--- config.mk ---
export PLATFORM = sky130hd
export DESIGN_NAME = hsp_serial_port
export DESIGN_NICKNAME = d
export VERILOG_FILES = /design/src/inc/hsp_pkg.sv /design/src/logic/hsp_fifo.sv /design/src/logic/hsp_serial_port.sv
export SDC_FILE = /design/constraint.sdc
export NUM_CORES = 1
export LEC_CHECK = 0
export BUFFER_PORTS_ARGS = -buffer_cell sky130_fd_sc_hd__buf_2
export CORE_ASPECT_RATIO = 2
export CORE_MARGIN = 2
export CORE_UTILIZATION = 35
export CTS_BUF_LIST = sky130_fd_sc_hd__clkbuf_4
export DETAILED_ROUTE_END_ITERATION = 10
export GPL_ROUTABILITY_DRIVEN = 0
export PLACE_DENSITY_LB_ADDON = 0.08
export SYNTH_ARGS = -nofsm -noshare
export SYNTH_HDL_FRONTEND = slang
export SYNTH_SLANG_ARGS = --single-unit
--- constraint.sdc ---
create_clock -name core_clk_in -period 153.9 [get_ports core_clk_in]
set_input_delay 46.17 -clock core_clk_in [delete_from_list [all_inputs] [get_ports core_clk_in]]
set_output_delay 46.17 -clock core_clk_in [all_outputs]
set_load 0.02 [all_outputs]
--- src/inc/hsp_pkg.sv ---
`default_nettype none
package hsp_pkg;
	// =========================================================
	// clock and rate generation
	localparam logic [31:0] CLK_HZ        = 32'h0131_2D00; // 20 MHz core clock
	localparam int          DIV_W         = 20;            // cycles per bit, down to 57 b/s
	localparam int          STD_RATE [8]  = '{1200, 2400, 4800, 9600, 19200, 38400, 57600, 115200};
	localparam int          DIV_STEPS     = 32;            // iterations of the rate divider

	// =========================================================
	// settings: selects, reset values and legal ranges
	localparam logic [1:0]  SEL_RATE      = 2'h0;
	localparam logic [1:0]  SEL_PARITY    = 2'h1;
	localparam logic [1:0]  SEL_TIMEOUT   = 2'h2;
	localparam logic [31:0] RATE_RESET    = 32'h0000_0003;
	localparam logic [31:0] RATE_STD_MAX  = 32'h0000_0007;
	localparam logic [31:0] RATE_NS_MIN   = 32'h0000_0039;
	localparam logic [31:0] RATE_NS_MAX   = 32'h000F_4240;
	localparam logic [7:0]  PARITY_RESET  = 8'h00;
	localparam logic [7:0]  PARITY_MAX    = 8'h04;
	localparam logic [7:0]  TIMEOUT_RESET = 8'h03;
	localparam logic [1:0]  FRAMING_RAW   = 2'h0;
	localparam logic [3:0]  FRAME_BITS    = 4'hA;          // start, 8 data, stop
	localparam logic [3:0]  FRAME_BITS_P  = 4'hB;          // with parity bit

	// =========================================================
	// types
	typedef enum logic [2:0] {
		PAR_NONE  = 3'h0,
		PAR_EVEN  = 3'h1,
		PAR_ODD   = 3'h2,
		PAR_MARK  = 3'h3,
		PAR_SPACE = 3'h4
	} hsp_parity_type;

	typedef struct packed {
		logic        wr;
		logic [1:0]  sel;
		logic [31:0] data;
	} hsp_cfg_wr_type;

	typedef struct packed {
		logic [7:0] data;
		logic       last;
	} hsp_byte_type;

	// =========================================================
	// helpers
	function automatic logic [DIV_W-1:0] hsp_std_div(input logic [2:0] code);
		int r;
		r = STD_RATE[code];
		return DIV_W'((CLK_HZ + r / 2) / r);
	endfunction : hsp_std_div

	function automatic logic hsp_par_bit(input hsp_parity_type p, input logic [7:0] d);
		logic b;
		unique case (p)
			PAR_EVEN: b = ^d;
			PAR_ODD:  b = ~^d;
			PAR_MARK: b = 1'b1;
			default:  b = 1'b0;
		endcase
		return b;
	endfunction : hsp_par_bit
endpackage : hsp_pkg
`default_nettype wire

--- src/logic/hsp_fifo.sv ---
`default_nettype none
module hsp_fifo
	import hsp_pkg::*;
#(
	parameter int WIDTH = 8,
	parameter int DEPTH = 16
)(
	input  wire logic             core_clk_in,
	input  wire logic             rst_n_in,
	input  wire logic             in_valid_in,
	input  wire logic [WIDTH-1:0] in_data_in,
	output logic                  in_ready_out,
	output logic                  out_valid_out,
	output logic      [WIDTH-1:0] out_data_out,
	input  wire logic             out_ready_in
);
	localparam int AW = $clog2(DEPTH);

	if (DEPTH < 2 || (DEPTH & (DEPTH - 1)) != 0)
		$error("hsp_fifo: DEPTH must be a power of two, at least 2");

	// =========================================================
	// storage, pointers and registered read stage
	logic [WIDTH-1:0] mem_reg [DEPTH];
	logic [AW-1:0]    wr_ptr_reg, wr_ptr_next;
	logic [AW-1:0]    rd_ptr_reg, rd_ptr_next;
	logic [AW:0]      cnt_reg, cnt_next;
	logic             ready_reg, ready_next;
	logic             ovalid_reg, ovalid_next;
	logic [WIDTH-1:0] odata_reg, odata_next;
	logic             wr_en;
	logic             ld_en;

	// the read stage refills whenever it is empty or being taken
	always_comb begin
		wr_en       = in_valid_in && ready_reg;
		ld_en       = (cnt_reg != '0) && (!ovalid_reg || out_ready_in);
		wr_ptr_next = wr_en ? wr_ptr_reg + 1'b1 : wr_ptr_reg;
		rd_ptr_next = ld_en ? rd_ptr_reg + 1'b1 : rd_ptr_reg;
		cnt_next    = cnt_reg + {{AW{1'b0}}, wr_en} - {{AW{1'b0}}, ld_en};
		ready_next  = cnt_next != (AW + 1)'(DEPTH); // full holds the source off
		odata_next  = ld_en ? mem_reg[rd_ptr_reg] : odata_reg;
		ovalid_next = ld_en ? 1'b1 : (out_ready_in ? 1'b0 : ovalid_reg);
	end

	always_ff @(posedge core_clk_in) begin
		if (wr_en) begin
			mem_reg[wr_ptr_reg] <= in_data_in;
		end
		if (!rst_n_in) begin
			wr_ptr_reg <= '0;
			rd_ptr_reg <= '0;
			cnt_reg    <= '0;
			ready_reg  <= 1'b1;
			ovalid_reg <= 1'b0;
			odata_reg  <= '0;
		end else begin
			wr_ptr_reg <= wr_ptr_next;
			rd_ptr_reg <= rd_ptr_next;
			cnt_reg    <= cnt_next;
			ready_reg  <= ready_next;
			ovalid_reg <= ovalid_next;
			odata_reg  <= odata_next;
		end
	end

	assign in_ready_out  = ready_reg;
	assign out_valid_out = ovalid_reg;
	assign out_data_out  = odata_reg;
endmodule : hsp_fifo
`default_nettype wire

--- src/logic/hsp_serial_port.sv ---
// What this block does
// - rate codes 0-7 pick standard rates, reset 3
// - non-standard rate snaps to nearest achievable rate
// - parity none/even/odd/mark/space, reset none
// - flush buffer after programmed silent character times
// - zero timeout sends each character at once
// - framing mode 0: raw bytes, silence splits
`default_nettype none
module hsp_serial_port
	import hsp_pkg::*;
#(
	parameter int FIFO_DEPTH = 16
)(
	input  wire logic           core_clk_in,
	input  wire logic           rst_n_in,
	input  wire hsp_cfg_wr_type cfg_in,
	output logic         [31:0] cfg_rdata_out,
	output logic                cfg_busy_out,
	input  wire logic     [1:0] framing_mode_in,
	input  wire logic           serial_rx_in,
	output logic                serial_tx_out,
	output logic                serial_rx_ready_out,
	output logic                rx_error_out,
	output hsp_byte_type        rf_tx_out,
	output logic                rf_tx_valid_out,
	input  wire logic           rf_tx_ready_in,
	input  wire logic     [7:0] rf_rx_data_in,
	input  wire logic           rf_rx_valid_in,
	output logic                rf_rx_ready_out
);
	localparam int CW = $clog2(FIFO_DEPTH + 2);

	if (FIFO_DEPTH < 2 || FIFO_DEPTH > 64)
		$error("hsp_serial_port: FIFO_DEPTH out of range 2..64");

	// =========================================================
	// settings and rate divider
	typedef enum logic [1:0] {
		D_IDLE = 2'h0,
		D_DIV1 = 2'h1,
		D_DIV2 = 2'h2
	} hsp_dstate_type;

	hsp_dstate_type   dstate_reg, dstate_next;
	logic [31:0]      rate_reg, rate_next;
	logic [7:0]       parity_reg, parity_next;
	logic [7:0]       timeout_reg, timeout_next;
	logic [DIV_W-1:0] div_reg, div_next;
	logic [31:0]      num_reg, num_next;
	logic [31:0]      den_reg, den_next;
	logic [32:0]      rem_reg, rem_next;
	logic [31:0]      quo_reg, quo_next;
	logic [4:0]       step_reg, step_next;
	logic [31:0]      rdata_reg, rdata_next;
	logic [32:0]      rem_t;
	logic [31:0]      quo_t;
	hsp_parity_type   par_mode;

	// the rate is computed in 64 cycles; writes during that time are dropped
	always_comb begin
		dstate_next  = dstate_reg;
		rate_next    = rate_reg;
		parity_next  = parity_reg;
		timeout_next = timeout_reg;
		div_next     = div_reg;
		num_next     = {num_reg[30:0], 1'b0};
		den_next     = den_reg;
		step_next    = step_reg + 1'b1;
		rem_t        = {rem_reg[31:0], num_reg[31]};
		rem_next     = rem_t;
		quo_t        = {quo_reg[30:0], 1'b0};
		if (rem_t >= {1'b0, den_reg}) begin
			rem_next = rem_t - {1'b0, den_reg};
			quo_t    = {quo_reg[30:0], 1'b1};
		end
		quo_next = quo_t;
		unique case (dstate_reg)
			D_IDLE: begin
				step_next = '0;
				rem_next  = '0;
				quo_next  = '0;
				num_next  = num_reg;
				if (cfg_in.wr) begin
					unique case (cfg_in.sel)
						SEL_RATE: begin
							if (cfg_in.data <= RATE_STD_MAX) begin
								rate_next = cfg_in.data;
								div_next  = hsp_std_div(cfg_in.data[2:0]);
							end else if (cfg_in.data >= RATE_NS_MIN
								&& cfg_in.data <= RATE_NS_MAX) begin
								num_next    = CLK_HZ + {1'b0, cfg_in.data[31:1]};
								den_next    = cfg_in.data;
								dstate_next = D_DIV1;
							end
						end
						SEL_PARITY: if (cfg_in.data <= {24'h0, PARITY_MAX}) parity_next = cfg_in.data[7:0];
						SEL_TIMEOUT: timeout_next = cfg_in.data[7:0];
						default: ;
					endcase
				end
			end
			D_DIV1: if (step_reg == 5'(DIV_STEPS - 1)) begin
				div_next    = quo_t[DIV_W-1:0];
				num_next    = CLK_HZ + {1'b0, quo_t[31:1]};
				den_next    = quo_t;
				rem_next    = '0;
				quo_next    = '0;
				dstate_next = D_DIV2;
			end
			D_DIV2: if (step_reg == 5'(DIV_STEPS - 1)) begin
				rate_next   = quo_t;
				dstate_next = D_IDLE;
			end
			default: dstate_next = D_IDLE;
		endcase
		unique case (cfg_in.sel)
			SEL_RATE:    rdata_next = rate_reg;
			SEL_PARITY:  rdata_next = {24'h0, parity_reg};
			SEL_TIMEOUT: rdata_next = {24'h0, timeout_reg};
			default:     rdata_next = '0;
		endcase
	end

	always_ff @(posedge core_clk_in) begin
		if (!rst_n_in) begin
			dstate_reg  <= D_IDLE;
			rate_reg    <= RATE_RESET;
			parity_reg  <= PARITY_RESET;
			timeout_reg <= TIMEOUT_RESET;
			div_reg     <= hsp_std_div(RATE_RESET[2:0]);
			num_reg     <= '0;
			den_reg     <= 32'h0000_0001;
			rem_reg     <= '0;
			quo_reg     <= '0;
			step_reg    <= '0;
			rdata_reg   <= '0;
		end else begin
			dstate_reg  <= dstate_next;
			rate_reg    <= rate_next;
			parity_reg  <= parity_next;
			timeout_reg <= timeout_next;
			div_reg     <= div_next;
			num_reg     <= num_next;
			den_reg     <= den_next;
			rem_reg     <= rem_next;
			quo_reg     <= quo_next;
			step_reg    <= step_next;
			rdata_reg   <= rdata_next;
		end
	end

	assign par_mode      = hsp_parity_type'(parity_reg[2:0]);
	assign cfg_rdata_out = rdata_reg;
	assign cfg_busy_out  = dstate_reg != D_IDLE;

	// =========================================================
	// receiver: samples each bit in its middle
	typedef enum logic [2:0] {
		RX_IDLE  = 3'h0,
		RX_START = 3'h1,
		RX_DATA  = 3'h2,
		RX_PAR   = 3'h3,
		RX_STOP  = 3'h4
	} hsp_rxstate_type;

	hsp_rxstate_type  rx_state_reg, rx_state_next;
	logic [DIV_W-1:0] rx_cnt_reg, rx_cnt_next;
	logic [2:0]       rx_bit_reg, rx_bit_next;
	logic [7:0]       rx_shift_reg, rx_shift_next;
	logic             rx_pok_reg, rx_pok_next;
	logic             rx_push_reg, rx_push_next;
	logic             rx_err_reg, rx_err_next;

	always_comb begin
		rx_state_next = rx_state_reg;
		rx_cnt_next   = rx_cnt_reg - 1'b1;
		rx_bit_next   = rx_bit_reg;
		rx_shift_next = rx_shift_reg;
		rx_pok_next   = rx_pok_reg;
		rx_push_next  = 1'b0;
		rx_err_next   = 1'b0;
		unique case (rx_state_reg)
			RX_IDLE: begin
				rx_cnt_next = {1'b0, div_reg[DIV_W-1:1]};
				rx_pok_next = 1'b1;
				if (!serial_rx_in) rx_state_next = RX_START;
			end
			RX_START: if (rx_cnt_reg == '0) begin
				rx_cnt_next   = div_reg - 1'b1;
				rx_bit_next   = '0;
				rx_state_next = serial_rx_in ? RX_IDLE : RX_DATA;
			end
			RX_DATA: if (rx_cnt_reg == '0) begin
				rx_cnt_next   = div_reg - 1'b1;
				rx_shift_next = {serial_rx_in, rx_shift_reg[7:1]};
				rx_bit_next   = rx_bit_reg + 1'b1;
				if (rx_bit_reg == 3'h7) rx_state_next = (par_mode == PAR_NONE) ? RX_STOP : RX_PAR;
			end
			RX_PAR: if (rx_cnt_reg == '0) begin
				rx_cnt_next   = div_reg - 1'b1;
				rx_pok_next   = serial_rx_in == hsp_par_bit(par_mode, rx_shift_reg);
				rx_state_next = RX_STOP;
			end
			RX_STOP: if (rx_cnt_reg == '0) begin
				rx_push_next  = serial_rx_in && rx_pok_reg;
				rx_err_next   = !(serial_rx_in && rx_pok_reg);
				rx_state_next = RX_IDLE;
			end
			default: rx_state_next = RX_IDLE;
		endcase
	end

	always_ff @(posedge core_clk_in) begin
		if (!rst_n_in) begin
			rx_state_reg <= RX_IDLE;
			rx_cnt_reg   <= '0;
			rx_bit_reg   <= '0;
			rx_shift_reg <= '0;
			rx_pok_reg   <= 1'b1;
			rx_push_reg  <= 1'b0;
			rx_err_reg   <= 1'b0;
		end else begin
			rx_state_reg <= rx_state_next;
			rx_cnt_reg   <= rx_cnt_next;
			rx_bit_reg   <= rx_bit_next;
			rx_shift_reg <= rx_shift_next;
			rx_pok_reg   <= rx_pok_next;
			rx_push_reg  <= rx_push_next;
			rx_err_reg   <= rx_err_next;
		end
	end

	assign rx_error_out = rx_err_reg;

	// =========================================================
	// buffer and silence packetizer
	logic               fifo_in_ready;
	logic               fifo_out_valid;
	logic               fifo_out_ready;
	logic         [7:0] fifo_out_data;
	logic               push_acc;
	logic               flush;
	logic               pop;
	logic [DIV_W+3:0]   char_cyc;
	logic [DIV_W+3:0]   sil_cyc_reg, sil_cyc_next;
	logic [7:0]         sil_chars_reg, sil_chars_next;
	logic [CW-1:0]      unfl_reg, unfl_next;
	logic [CW-1:0]      rel_reg, rel_next;
	hsp_byte_type       txo_reg, txo_next;
	logic               txo_valid_reg, txo_valid_next;

	// only raw framing feeds the packetizer; a full buffer drops the byte
	assign push_acc = rx_push_reg && framing_mode_in == FRAMING_RAW && fifo_in_ready;

	hsp_fifo #(
		.WIDTH (8),
		.DEPTH (FIFO_DEPTH)
	) u_fifo (
		.core_clk_in   (core_clk_in),
		.rst_n_in      (rst_n_in),
		.in_valid_in   (push_acc),
		.in_data_in    (rx_shift_reg),
		.in_ready_out  (fifo_in_ready),
		.out_valid_out (fifo_out_valid),
		.out_data_out  (fifo_out_data),
		.out_ready_in  (fifo_out_ready)
	);

	// one packet at a time is released, so the last flag is exact
	always_comb begin
		char_cyc = (DIV_W + 4)'(div_reg) * (DIV_W + 4)'((par_mode == PAR_NONE) ? FRAME_BITS : FRAME_BITS_P);
		fifo_out_ready = (rel_reg != '0) && (!txo_valid_reg || rf_tx_ready_in);
		pop   = fifo_out_valid && fifo_out_ready;
		flush = (rel_reg == '0) && (unfl_reg != '0)
			&& (timeout_reg == 8'h00
			|| sil_chars_reg >= timeout_reg
			|| unfl_reg >= CW'(FIFO_DEPTH));
		sil_cyc_next   = sil_cyc_reg + 1'b1;
		sil_chars_next = sil_chars_reg;
		if (push_acc || rx_state_reg != RX_IDLE) begin
			sil_cyc_next   = '0;
			sil_chars_next = '0;
		end else if (sil_cyc_reg >= char_cyc - 1'b1) begin
			sil_cyc_next = '0;
			if (sil_chars_reg != 8'hFF) sil_chars_next = sil_chars_reg + 1'b1;
		end
		unfl_next = (flush ? '0 : unfl_reg) + CW'(push_acc);
		rel_next  = flush ? unfl_reg : rel_reg - CW'(pop);
		txo_next  = txo_reg;
		txo_valid_next = rf_tx_ready_in ? 1'b0 : txo_valid_reg;
		if (pop) begin
			txo_next.data  = fifo_out_data;
			txo_next.last  = rel_reg == CW'(1);
			txo_valid_next = 1'b1;
		end
	end

	always_ff @(posedge core_clk_in) begin
		if (!rst_n_in) begin
			sil_cyc_reg   <= '0;
			sil_chars_reg <= '0;
			unfl_reg      <= '0;
			rel_reg       <= '0;
			txo_reg       <= '0;
			txo_valid_reg <= 1'b0;
		end else begin
			sil_cyc_reg   <= sil_cyc_next;
			sil_chars_reg <= sil_chars_next;
			unfl_reg      <= unfl_next;
			rel_reg       <= rel_next;
			txo_reg       <= txo_next;
			txo_valid_reg <= txo_valid_next;
		end
	end

	assign rf_tx_out           = txo_reg;
	assign rf_tx_valid_out     = txo_valid_reg;
	assign serial_rx_ready_out = fifo_in_ready;

	// =========================================================
	// transmitter toward the host; frame bit 0 is the line itself
	typedef enum logic {
		TX_IDLE = 1'b0,
		TX_SEND = 1'b1
	} hsp_txstate_type;

	hsp_txstate_type  tx_state_reg, tx_state_next;
	logic [10:0]      tx_frame_reg, tx_frame_next;
	logic [3:0]       tx_left_reg, tx_left_next;
	logic [DIV_W-1:0] tx_cnt_reg, tx_cnt_next;
	logic             tx_rdy_reg, tx_rdy_next;

	always_comb begin
		tx_state_next = tx_state_reg;
		tx_frame_next = tx_frame_reg;
		tx_left_next  = tx_left_reg;
		tx_cnt_next   = tx_cnt_reg - 1'b1;
		unique case (tx_state_reg)
			TX_IDLE: if (rf_rx_valid_in && tx_rdy_reg) begin
				tx_frame_next = (par_mode == PAR_NONE)
					? {2'b11, rf_rx_data_in, 1'b0}
					: {1'b1, hsp_par_bit(par_mode, rf_rx_data_in), rf_rx_data_in, 1'b0};
				tx_left_next  = (par_mode == PAR_NONE) ? FRAME_BITS : FRAME_BITS_P;
				tx_cnt_next   = div_reg - 1'b1;
				tx_state_next = TX_SEND;
			end
			TX_SEND: if (tx_cnt_reg == '0) begin
				tx_frame_next = {1'b1, tx_frame_reg[10:1]};
				tx_left_next  = tx_left_reg - 1'b1;
				tx_cnt_next   = div_reg - 1'b1;
				if (tx_left_reg == 4'h1) tx_state_next = TX_IDLE;
			end
			default: tx_state_next = TX_IDLE;
		endcase
		tx_rdy_next = tx_state_next == TX_IDLE && !(rf_rx_valid_in && tx_rdy_reg);
	end

	always_ff @(posedge core_clk_in) begin
		if (!rst_n_in) begin
			tx_state_reg <= TX_IDLE;
			tx_frame_reg <= '1;
			tx_left_reg  <= '0;
			tx_cnt_reg   <= '0;
			tx_rdy_reg   <= 1'b0;
		end else begin
			tx_state_reg <= tx_state_next;
			tx_frame_reg <= tx_frame_next;
			tx_left_reg  <= tx_left_next;
			tx_cnt_reg   <= tx_cnt_next;
			tx_rdy_reg   <= tx_rdy_next;
		end
	end

	assign serial_tx_out   = tx_frame_reg[0];
	assign rf_rx_ready_out = tx_rdy_reg;
endmodule : hsp_serial_port
`default_nettype wire

# After elaboration in Yosys (flattened, before gate mapping)
# Memories as Yosys holds them, arrays and structs flattened. A register that Yosys moved wholly into a read port is not among the register bits.
# Cells that the tools add are included.
# word_totals
regBits,375
latch_bits,0
mem_bits_rw,128
rom_bits,256
in_bits,50
output_inout_bits,47
elab_cells,248
n_memories,2
# memory_table
name,depth,width,read_ports,rd_clocked_by_memory_dff,wr,line,source
(name not given),8,32,1,0,0,hsp_pkg.sv:51,r = STD_RATE[code];
u_fifo.mem_reg,16,8,1,1,1,hsp_fifo.sv:24,logic [WIDTH-1:0] mem_reg [DEPTH];
# classes
add_sub_neg,19
multipliers,1
n_div,1
magnitude_cmp,9
n_eq_ne,33
shifts,0
n_mux,80
bitwise_logic,4
n_reduce_logical,64
# ops
cell,count
2-to-1 mux 32 bit,17
case mux 32 bit (2 select lines),4
2-to-1 mux 20 bit,7
case mux 20 bit (2 select lines),3
"adder 25 x 31 -> 32 bit, first input constant",3
case mux 32 bit (3 select lines),1
"<= comparator 32 x 3 -> 1 bit, second input constant",2
case mux 31 bit (2 select lines),1
"subtractor 20 x 1 -> 20 bit, second input constant",3
logical NOT 20 bit,2
>= comparator 33 x 32 -> 1 bit,1
divider 32 x 32 -> 32 bit,1
">= comparator 32 x 6 -> 1 bit, second input constant",1
"<= comparator 32 x 20 -> 1 bit, second input constant",1
subtractor 32 bit,1
2-to-1 mux 31 bit,1
"!= test 2 bit, second input constant",14
"adder 24 x 1 -> 24 bit, second input constant",1
>= comparator 24 bit,1
multiplier 20 x 4 -> 24 bit,1
2-to-1 mux 3 bit,8
"subtractor 24 x 1 -> 24 bit, second input constant",1
2-to-1 mux 11 bit,2
case mux 11 bit (2 select lines),1
other kinds (54),133

# Depth between registers and ports, before layout
# Gate-level depths: netlist of the first run.
# depth
ltp_word,10
depth_mapped,323
ltp_nobuf,294

# Hierarchy
# From an unflattened synthesis of the first run, not the netlist that was laid out.
# unflattened
cells_unflattened,5954
area_unflattened_um2,47513.1
# by_module_without_submodules
mod,n_inst,cells_each,area_per_inst_um2,seq_area_each_um2
hsp_serial_port,1,5633,41502.3,7186.9
hsp_fifo,1,321,6010.8,4304.1

# Worst setup path after synthesis of the first run
# Ideal clock, no wire load.
# synth_path
path_kind,input port to flip-flop
startpoint,input cfg_in[1] (netlist name)
endpoint,register div_reg[0]
setup_time_ns,0.122
t_arrival_ns,102.978
t_required_ns,153.778
slack_ns,50.800
cell_stages,292
path_buffers,30
path_cell_list,buf_4 > clkinv_1 > ha_1 > buf_4 > nand2_1 > ha_1 > or3_1 > a211oi_1 > nor2b_1 > ha_1 > a21oi_1 > mux2i_1 > nor2_1 > ha_1 > nor2_1 > a221oi_4 > and2_4 > o41ai_2 > (+256 left out) > a41oi_1 > nand2_1 > a311o_1 > or4b_4 > clkbuf_1 > mux2_1 > ha_1 > nor2b_1 > o21ai_0 > nand2b_1 > a21oi_1 > nor2_1 > nor3_1 > o2111ai_1 > a2111o_1 > nor4_1 > a41oi_1 > a221o_1
# synth_via
elab_chain_len,10
elab_cells_between_ends,13
classes_between,add/sub: 1; div: 1; order compare: 1; eq/ne: 1; mux: 6; bitwise: 1; reduce/logical: 1; memory: 1
# synth_rtl
element,line,source
"start, declared",hsp_serial_port.sv:16,"input wire hsp_cfg_wr_type cfg_in,"
NOT 3 -> 4 bit (implied by the code),hsp_pkg.sv:51,
memory (8 x 32 bit),n/a,
2-to-1 mux 32 bit (implied by the code) (2 in series),hsp_pkg.sv:51,
adder 25 x 31 -> 32 bit,hsp_pkg.sv:52,return DIV_W'((CLK_HZ + r / 2) / r);
divider 32 x 32 -> 32 bit,hsp_pkg.sv:52,
2-to-1 mux 20 bit,hsp_serial_port.sv:86,if (cfg_in.data <= RATE_STD_MAX) begin
2-to-1 mux 20 bit,hsp_serial_port.sv:84,unique case (cfg_in.sel)
2-to-1 mux 20 bit,hsp_serial_port.sv:83,if (cfg_in.wr) begin
case mux 20 bit (2 select lines),hsp_serial_port.sv:77,unique case (dstate_reg)
"end signal, assigned",hsp_serial_port.sv:130,div_reg <= hsp_std_div(RATE_RESET[2:0]);
"end signal, assigned",hsp_serial_port.sv:142,div_reg <= div_next;
"end, declared",hsp_serial_port.sv:48,"logic [DIV_W-1:0] div_reg, div_next;"
# Several ways; a longest one is shown, not always the timed one. The select of a mux whose other input is x is not followed.
# A chain may end at the register's enable or synchronous reset.

# Worst setup path in the final report of the first run
# Same ends and word-level chain as after synthesis.

==> results of run 1 <==
==> synthesized netlist by cell type (all sizes together), types with 64 or more instances <==
| library cell | n |
|---|---|
| a21o | 126 |
| o211a | 75 |
| xnor2 | 260 |
| nor2b | 133 |
| nand3 | 161 |
| a21oi | 413 |
| and2 | 75 |
| buf | 99 |
| nand2 | 561 |
| a31oi | 73 |
| nand2b | 96 |
| inv | 261 |
| nor2 | 509 |
| ha | 385 |
| nor3 | 130 |
| o21a | 64 |
| and3 | 119 |
| nand4 | 87 |
| dfxtp | 382 |
| clkbuf | 181 |
| mux2i | 130 |
| edfxtp | 128 |
| a211oi | 82 |
| xor2 | 136 |
| o21ai | 331 |
==> through the flow <==
stage,instances,util (%)
after floorplan,5860,-
after global placement,7508,36.83
after detailed placement,7508,36.83
after CTS,7703,37.90
after global routing,7706,37.91
final,7707,37.91
==> cell families (layout without fill, tap and decap cells) <==
kind of cell               count (synthesis)  after routing  share of synthesized area, %
AOI/OAI and AO/OA                       1642           1642                         23.86
xor gates and xnor gates                 396            396                         7.333
adders and majority gates                423            423                         11.77
buffers and inverters                    545            651                         4.680
DFF                                      510            510                         24.24
muxes                                    211            211                         5.636
other                                      2             17                       0.01584
and+or+nand+nor                         2120           2120                         22.46
==> worst max-delay path, delay by kind of cell <==
| kind | cells | cell delay (ns) |
|---|---|---|
| AOI/OAI and AO/OA | 129 | 31.41 |
| and+or+nand+nor | 89 | 21.94 |
| adders and majority gates | 27 | 9.96 |
| buffers and inverters | 12 | 3.68 |
| muxes | 7 | 2.58 |
| xor gates and xnor gates | 1 | 0.18 |
==> per-layer routing <==
metal / global-route usage [%] / vias up / wire (um)
li1: - / 21520 / -
met1: 24.03 / 21890 / 63130
met2: 56.30 / 1381 / 111100
met3: 3.353 / 770 / 7338
met4: 25.28 / 8 / 20790
met5: 0 / - / 55
==> final cells by class <==
type | count | area, um^2 | area share (%)
diodes | 4 | 10.01 | 0.01955
clock buffers | 171 | 1284 | 2.508
clock inverters | 24 | 163.9 | 0.3202
inverters | 265 | 994.7 | 1.943
multi-input cells | 4805 | 33870 | 66.16
flip-flops and latches | 510 | 11490 | 22.45
well taps | 1737 | 2173 | 4.246
repair buffers | 191 | 1202 | 2.349
==> final timing paths <==
kind                              start                            end  slack, ns  cells after the start
min reg2reg      step_reg[0]$_SDFF_PP0_         step_reg[0]$_SDFF_PP0_       0.45                      1
max                           cfg_in[1]        div_reg[0]$_SDFFE_PN1P_      38.59                    265
min              step_reg[0]$_SDFF_PP0_         step_reg[0]$_SDFF_PP0_       0.45                      1
max reg2reg  parity_reg[0]$_SDFFE_PN0P_  sil_chars_reg[5]$_SDFFE_PP0P_     146.17                     40
==> metrics.md, run 1 <==
| Metric | Value |
|---|---|
| Status | `complete, no violations` |
| Post-route ant nets | `0` |
| Hold crit path type | `reg -> reg` |
| DR WL/cell | `26.26 um` |
| Initial drt markers | `2506` |
| Initial Util | `35.10%` |
| Area post-placement | `49730 um^2` |
| Commonest non-fill, non-tap cell in the layout | `nand2_1` |
| Max reg flops | `128` |
| Drt pass-1 iters | `7` |
| Final setup viols | `0` |
| CTS tree | `yes` |
| Core Area | `135000 um^2` |
| Synthesized flop and latch total | `510` |
| DIE WIDTH | `264.2 um` |
| Setup TNS | `0 ns` |
| Number of flops mapped to enable cells by yosys | `128` |
| CP Max Fanout | `22` |
| Yosys warns | `0` |
| H-tree levels | `3` |
| Share of layout cells above drive strength 1 | `10.71%` |
| Slowest stage cell, crit path | `nor2_1` |
| FP Rows | `191` |
| Fin worst setup slack | `38.59 ns` |
| Hold WS | `0.4465 ns` |
| # IOs | `97` |
| Placement Setup Slack | `38.94 ns` |
| Worst-skew pair later-pin latency | `0.98 ns` |
| Worst path required time | `154.69 ns` |
| Top FF cell, synth | `dfxtp_1` |
| DP HPWL | `159.3 mm` |
| Crit path kind | `in -> reg` |
| Max incr delay on CP | `0.96 ns` |
| Mapped Cells | `5849` |
| Most common cell on crit path | `ha_1` |
| Top-area cell type share of the netlist area | `16.13%` |
| Worst slew margin | `19.07%` |
| Max capacitance violation total | `0` |
| Fill count | `14190` |
| Min cycle time layout | `115.31 ns` |
| Fmax | `8.672 MHz` |
| Async S/R FF share, synth | `0%` |
| Routed wire length | `202.4 mm` |
| Most frequent cells in the layout | `555 x nand2_1, 505 x nor2_1, 407 x a21oi_1` |
| Startpoint Class | `input port` |
| Skew final | `0.09678 ns` |
| Seq/Total Area, Yosys | `24.24%` |
| Area contributors post-synth | `dfxtp_1 16%, ha_1 10%, edfxtp_1 8.1%, xnor2_1 4.8%, nand2_1 4.4%` |
| Hold_buf cts | `0` |
| Design area | `51190 um^2` |
| Crit path DAT | `116.10 ns` |
| Final Hold Fails | `0` |
| Vias in the first global route | `46940` |
| Port buffer count | `96` |
| Vias/cell | `5.912` |
| Num CTS Buffers | `109` |
| Cts repair resizes | `0` |
| Crit. End Element | `flop` |
| Die area | `138600 um^2` |
| Antenna violations before repair | `9` |
| Mapped cell area | `47400 um^2` |
| DRC Markers | `0` |
| Final Cycle Share | `74.93%` |
| Worst-case clock buffer depth | `3` |
| Die H | `524.4 um` |
| GR Overflow Total | `0` |
| Gr usage total | `28.29%` |
| Synth cell types | `141` |
| Via count | `45570` |
| Sink Count | `510` |
| Synthesis-to-finish area growth | `7.998%` |
| Max Slew Vio Count | `0` |
| RSZ-0062 raised after global routing | `no` |
| Worst Tran Pin Value | `1.213 ns` |
| Largest net degree at the start of global routing | `96` |
| Largest area contributor in the netlist | `dfxtp_1` |
| Clk root buf | `clkbuf_4` |
| Global-route wire length before repair | `294.7 mm` |
| Fin nets | `6355` |
| Clock slew at reported path FFs | `0.07 ns` |
| Synth Area per Inst | `8.104 um^2` |
| Post CTS Setup Buffer Count | `0` |
Power of run 1 is not shown: default switching activity piles up to over one toggle a cycle in this logic, so the estimate is an artifact.
==> run 2: changes to the inputs <==
Clock period 153.9 ns to 96.8 ns, I/O delays scaled along.
==> run 2 against run 1 <==
  * Utilization rose by 0.15 points
  * Setup slack lost 34 ns
  * Clock skew increased by 0.0068 ns
  * Hold slack worse by 0.0090 ns
  * Critical path depth increased by 6
  * Sequential cell count unchanged
  * Wire length barely moved
  * First-iteration DRC count shrank 1.8%
  * Via count grew 0.11%
==> metrics.md, run 2 (synthesis results as in run 1) <==
| Metric | Value |
|---|---|
| Status | `complete, no violations (unchanged)` |
| Crit path kind | `in -> reg (unchanged)` |
| Post-route ant nets | `0 (unchanged)` |
| Share of layout cells above drive strength 1 | `11.07% (was 10.71%)` |
| Global-route wire length before repair | `294.7 mm (about the same)` |
| Fin nets | `6373 (was 6355)` |
| DP HPWL | `160.1 mm (was 159.3 mm)` |
| Gr usage total | `28.36% (was 28.29%)` |
| R2R depth | `40 (unchanged)` |
| Num CTS Buffers | `109 (unchanged)` |
| FP Rows | `191 (unchanged)` |
| DRC Markers | `0 (unchanged)` |
| Clk root buf | `clkbuf_4 (unchanged)` |
| Hold WS | `0.4375 ns (was 0.4465 ns)` |
| Port buffer count | `96 (unchanged)` |
| Crit. End Element | `flop (unchanged)` |
| Slowest stage cell, crit path | `and4bb_1 (was nor2_1)` |
| Final Util | `38.06% (was 37.91%)` |
| Die area | `138600 um^2 (unchanged)` |
| H-tree levels | `3 (unchanged)` |
| GR Overflow Total | `0 (unchanged)` |
| DRT met1 WL | `62.98 mm (was 63.13 mm)` |
| Die H | `524.4 um (unchanged)` |
| Vias in the first global route | `46740 (was 46940)` |
| CTS tree | `yes (unchanged)` |
| Most common cell on crit path | `ha_1 (unchanged)` |
| Worst-case clock buffer depth | `3 (unchanged)` |
| Fill count | `14250 (was 14190)` |
| Worst slew margin | `11.09% (was 19.07%)` |
| Worst r2r src | `parity_reg[1]$_SDFFE_PN0P_ (was parity_reg[0]$_SDFFE_PN0P_)` |
| Final setup viols | `0 (unchanged)` |
| Commonest non-fill, non-tap cell in the layout | `nand2_1 (unchanged)` |
| Most frequent cells in the layout | `555 x nand2_1, 502 x nor2_1, 402 x a21oi_1 (was 555 x nand2_1, 505 x nor2_1, 407 x a21oi_1)` |
| Initial Util | `35.10% (unchanged)` |
| Hold crit path type | `reg -> reg (unchanged)` |
| Highest metal used | `met5 (unchanged)` |
| Final Hold Fails | `0 (unchanged)` |
| Synthesis-to-finish area growth | `8.429% (was 7.998%)` |
| Critical Path End | `div_reg[0]$_SDFFE_PN1P_ (unchanged)` |
| Clock slew at reported path FFs | `0.07 ns (about the same)` |
| DIE WIDTH | `264.2 um (unchanged)` |
| Crit path DAT | `93.06 ns (was 116.10 ns)` |
| Skew final | `0.1035 ns (was 0.09678 ns)` |
| # IOs | `97 (unchanged)` |
| Startpoint Class | `input port (unchanged)` |
| Sink Count | `510 (unchanged)` |
| Worst-skew pair later-pin latency | `0.96 ns (was 0.98 ns)` |
| Min cycle time layout | `92.30 ns` |
| Max incr delay on CP | `0.68 ns (was 0.96 ns)` |
| Max capacitance violation total | `0 (unchanged)` |
| Core Area | `135000 um^2 (unchanged)` |
| Max Slew Vio Count | `0 (unchanged)` |
| Fmax | `10.83 MHz` |
| Via count | `45620 (was 45570)` |
| Routed wire length | `202.6 mm (was 202.4 mm)` |
| Drt pass-1 iters | `7 (unchanged)` |
| R2R setup slack | `88.83 ns (was 146.17 ns)` |
| CP Max Fanout | `20 (was 22)` |
| Met2 WL post-DR | `111.9 mm (was 111.1 mm)` |
| Max reg flops | `128 (unchanged)` |
| Initial drt markers | `2460 (was 2506)` |
| Antenna violations before repair | `7 (was 9)` |
| Largest net degree at the start of global routing | `97 (was 96)` |
| Setup TNS | `0 ns (unchanged)` |
| DR WL/cell | `26.24 um (was 26.26 um)` |
| Final Cycle Share | `95.35%` |
| Worst Tran Pin Value | `1.322 ns (was 1.213 ns)` |
| Vias/cell | `5.908 (was 5.912)` |
| Metal3 WL | `6.507 mm (was 7.338 mm)` |
| Critical Path Source | `cfg_in[0] (was cfg_in[1])` |
| Reg2reg end | `sil_chars_reg[5]$_SDFFE_PP0P_ (unchanged)` |
| Worst path required time | `97.56 ns (was 154.69 ns)` |
run 2: layout make-up:
cell class / count / area [um^2] / area share (%)
sequential: 510 / 11490 / 22.36
clock inverter: 47 / 221.5 / 0.4309
antenna: 3 / 7.507 / 0.01461
clock buffer: 145 / 1089 / 2.118
tap: 1737 / 2173 / 4.229
timing repair buffer: 209 / 1350 / 2.627
inverter: 265 / 1002 / 1.950
multi-input combinational: 4805 / 34060 / 66.27
run 2: worst min path at each step:
stage / startpoint / to / slack, ns / cells past startpoint
6_report: rem_reg[1]$_SDFF_PN0_ / rem_reg[2]$_SDFF_PN0_ / 0.44 / 2
2_1_floorplan: step_reg[0]$_SDFF_PP0_ / step_reg[0]$_SDFF_PP0_ / 0.42 / 1
3_3_place_gp: step_reg[0]$_SDFF_PP0_ / step_reg[0]$_SDFF_PP0_ / 0.44 / 1
4_1_cts: parity_reg[6]$_SDFFE_PN0P_ / parity_reg[6]$_SDFFE_PN0P_ / 0.46 / 1
5_1_grt: rem_reg[1]$_SDFF_PN0_ / rem_reg[2]$_SDFF_PN0_ / 0.45 / 2
3_5_place_dp: parity_reg[6]$_SDFFE_PN0P_ / parity_reg[6]$_SDFFE_PN0P_ / 0.45 / 1
run 2: per-stage QoR:
stage                     area, um^2  worst slack [ns]  cells
after CTS                      51080            0.5802   7706
final                          51390             4.504   7721
after floorplan                47440             10.83   5860
after global placement         49770            0.8622   7513
after global routing           51390          -0.05922   7720
after detailed placement       49770           -0.2401   7514
run 2: per-layer routing:
layer / track usage [%] / up-vias
met5: 0 / -
met4: 25.64 / 4
met3: 3.109 / 760
met2: 56.69 / 1385
met1: 23.92 / 21900
li1: - / 21570
run 2: what timing repair did:
item,in CTS,in global routing
resized for setup,0,44
hold buffers,0,0
setup endpoints to repair,0,3
hold endpoints to repair,0,0
setup buffers,0,12
run 2: critical path: cells and delay by family:
kind                     cells  cell delay (ns)
AO/OA/AOI/OAI              131            29.86
adder cells (fa/ha/maj)     28             9.41
buffers and inverters       12             2.58
multiplexers                 8             2.69
AND/OR/NAND/NOR             92            19.21
Power of run 2 is left out for the same reason.
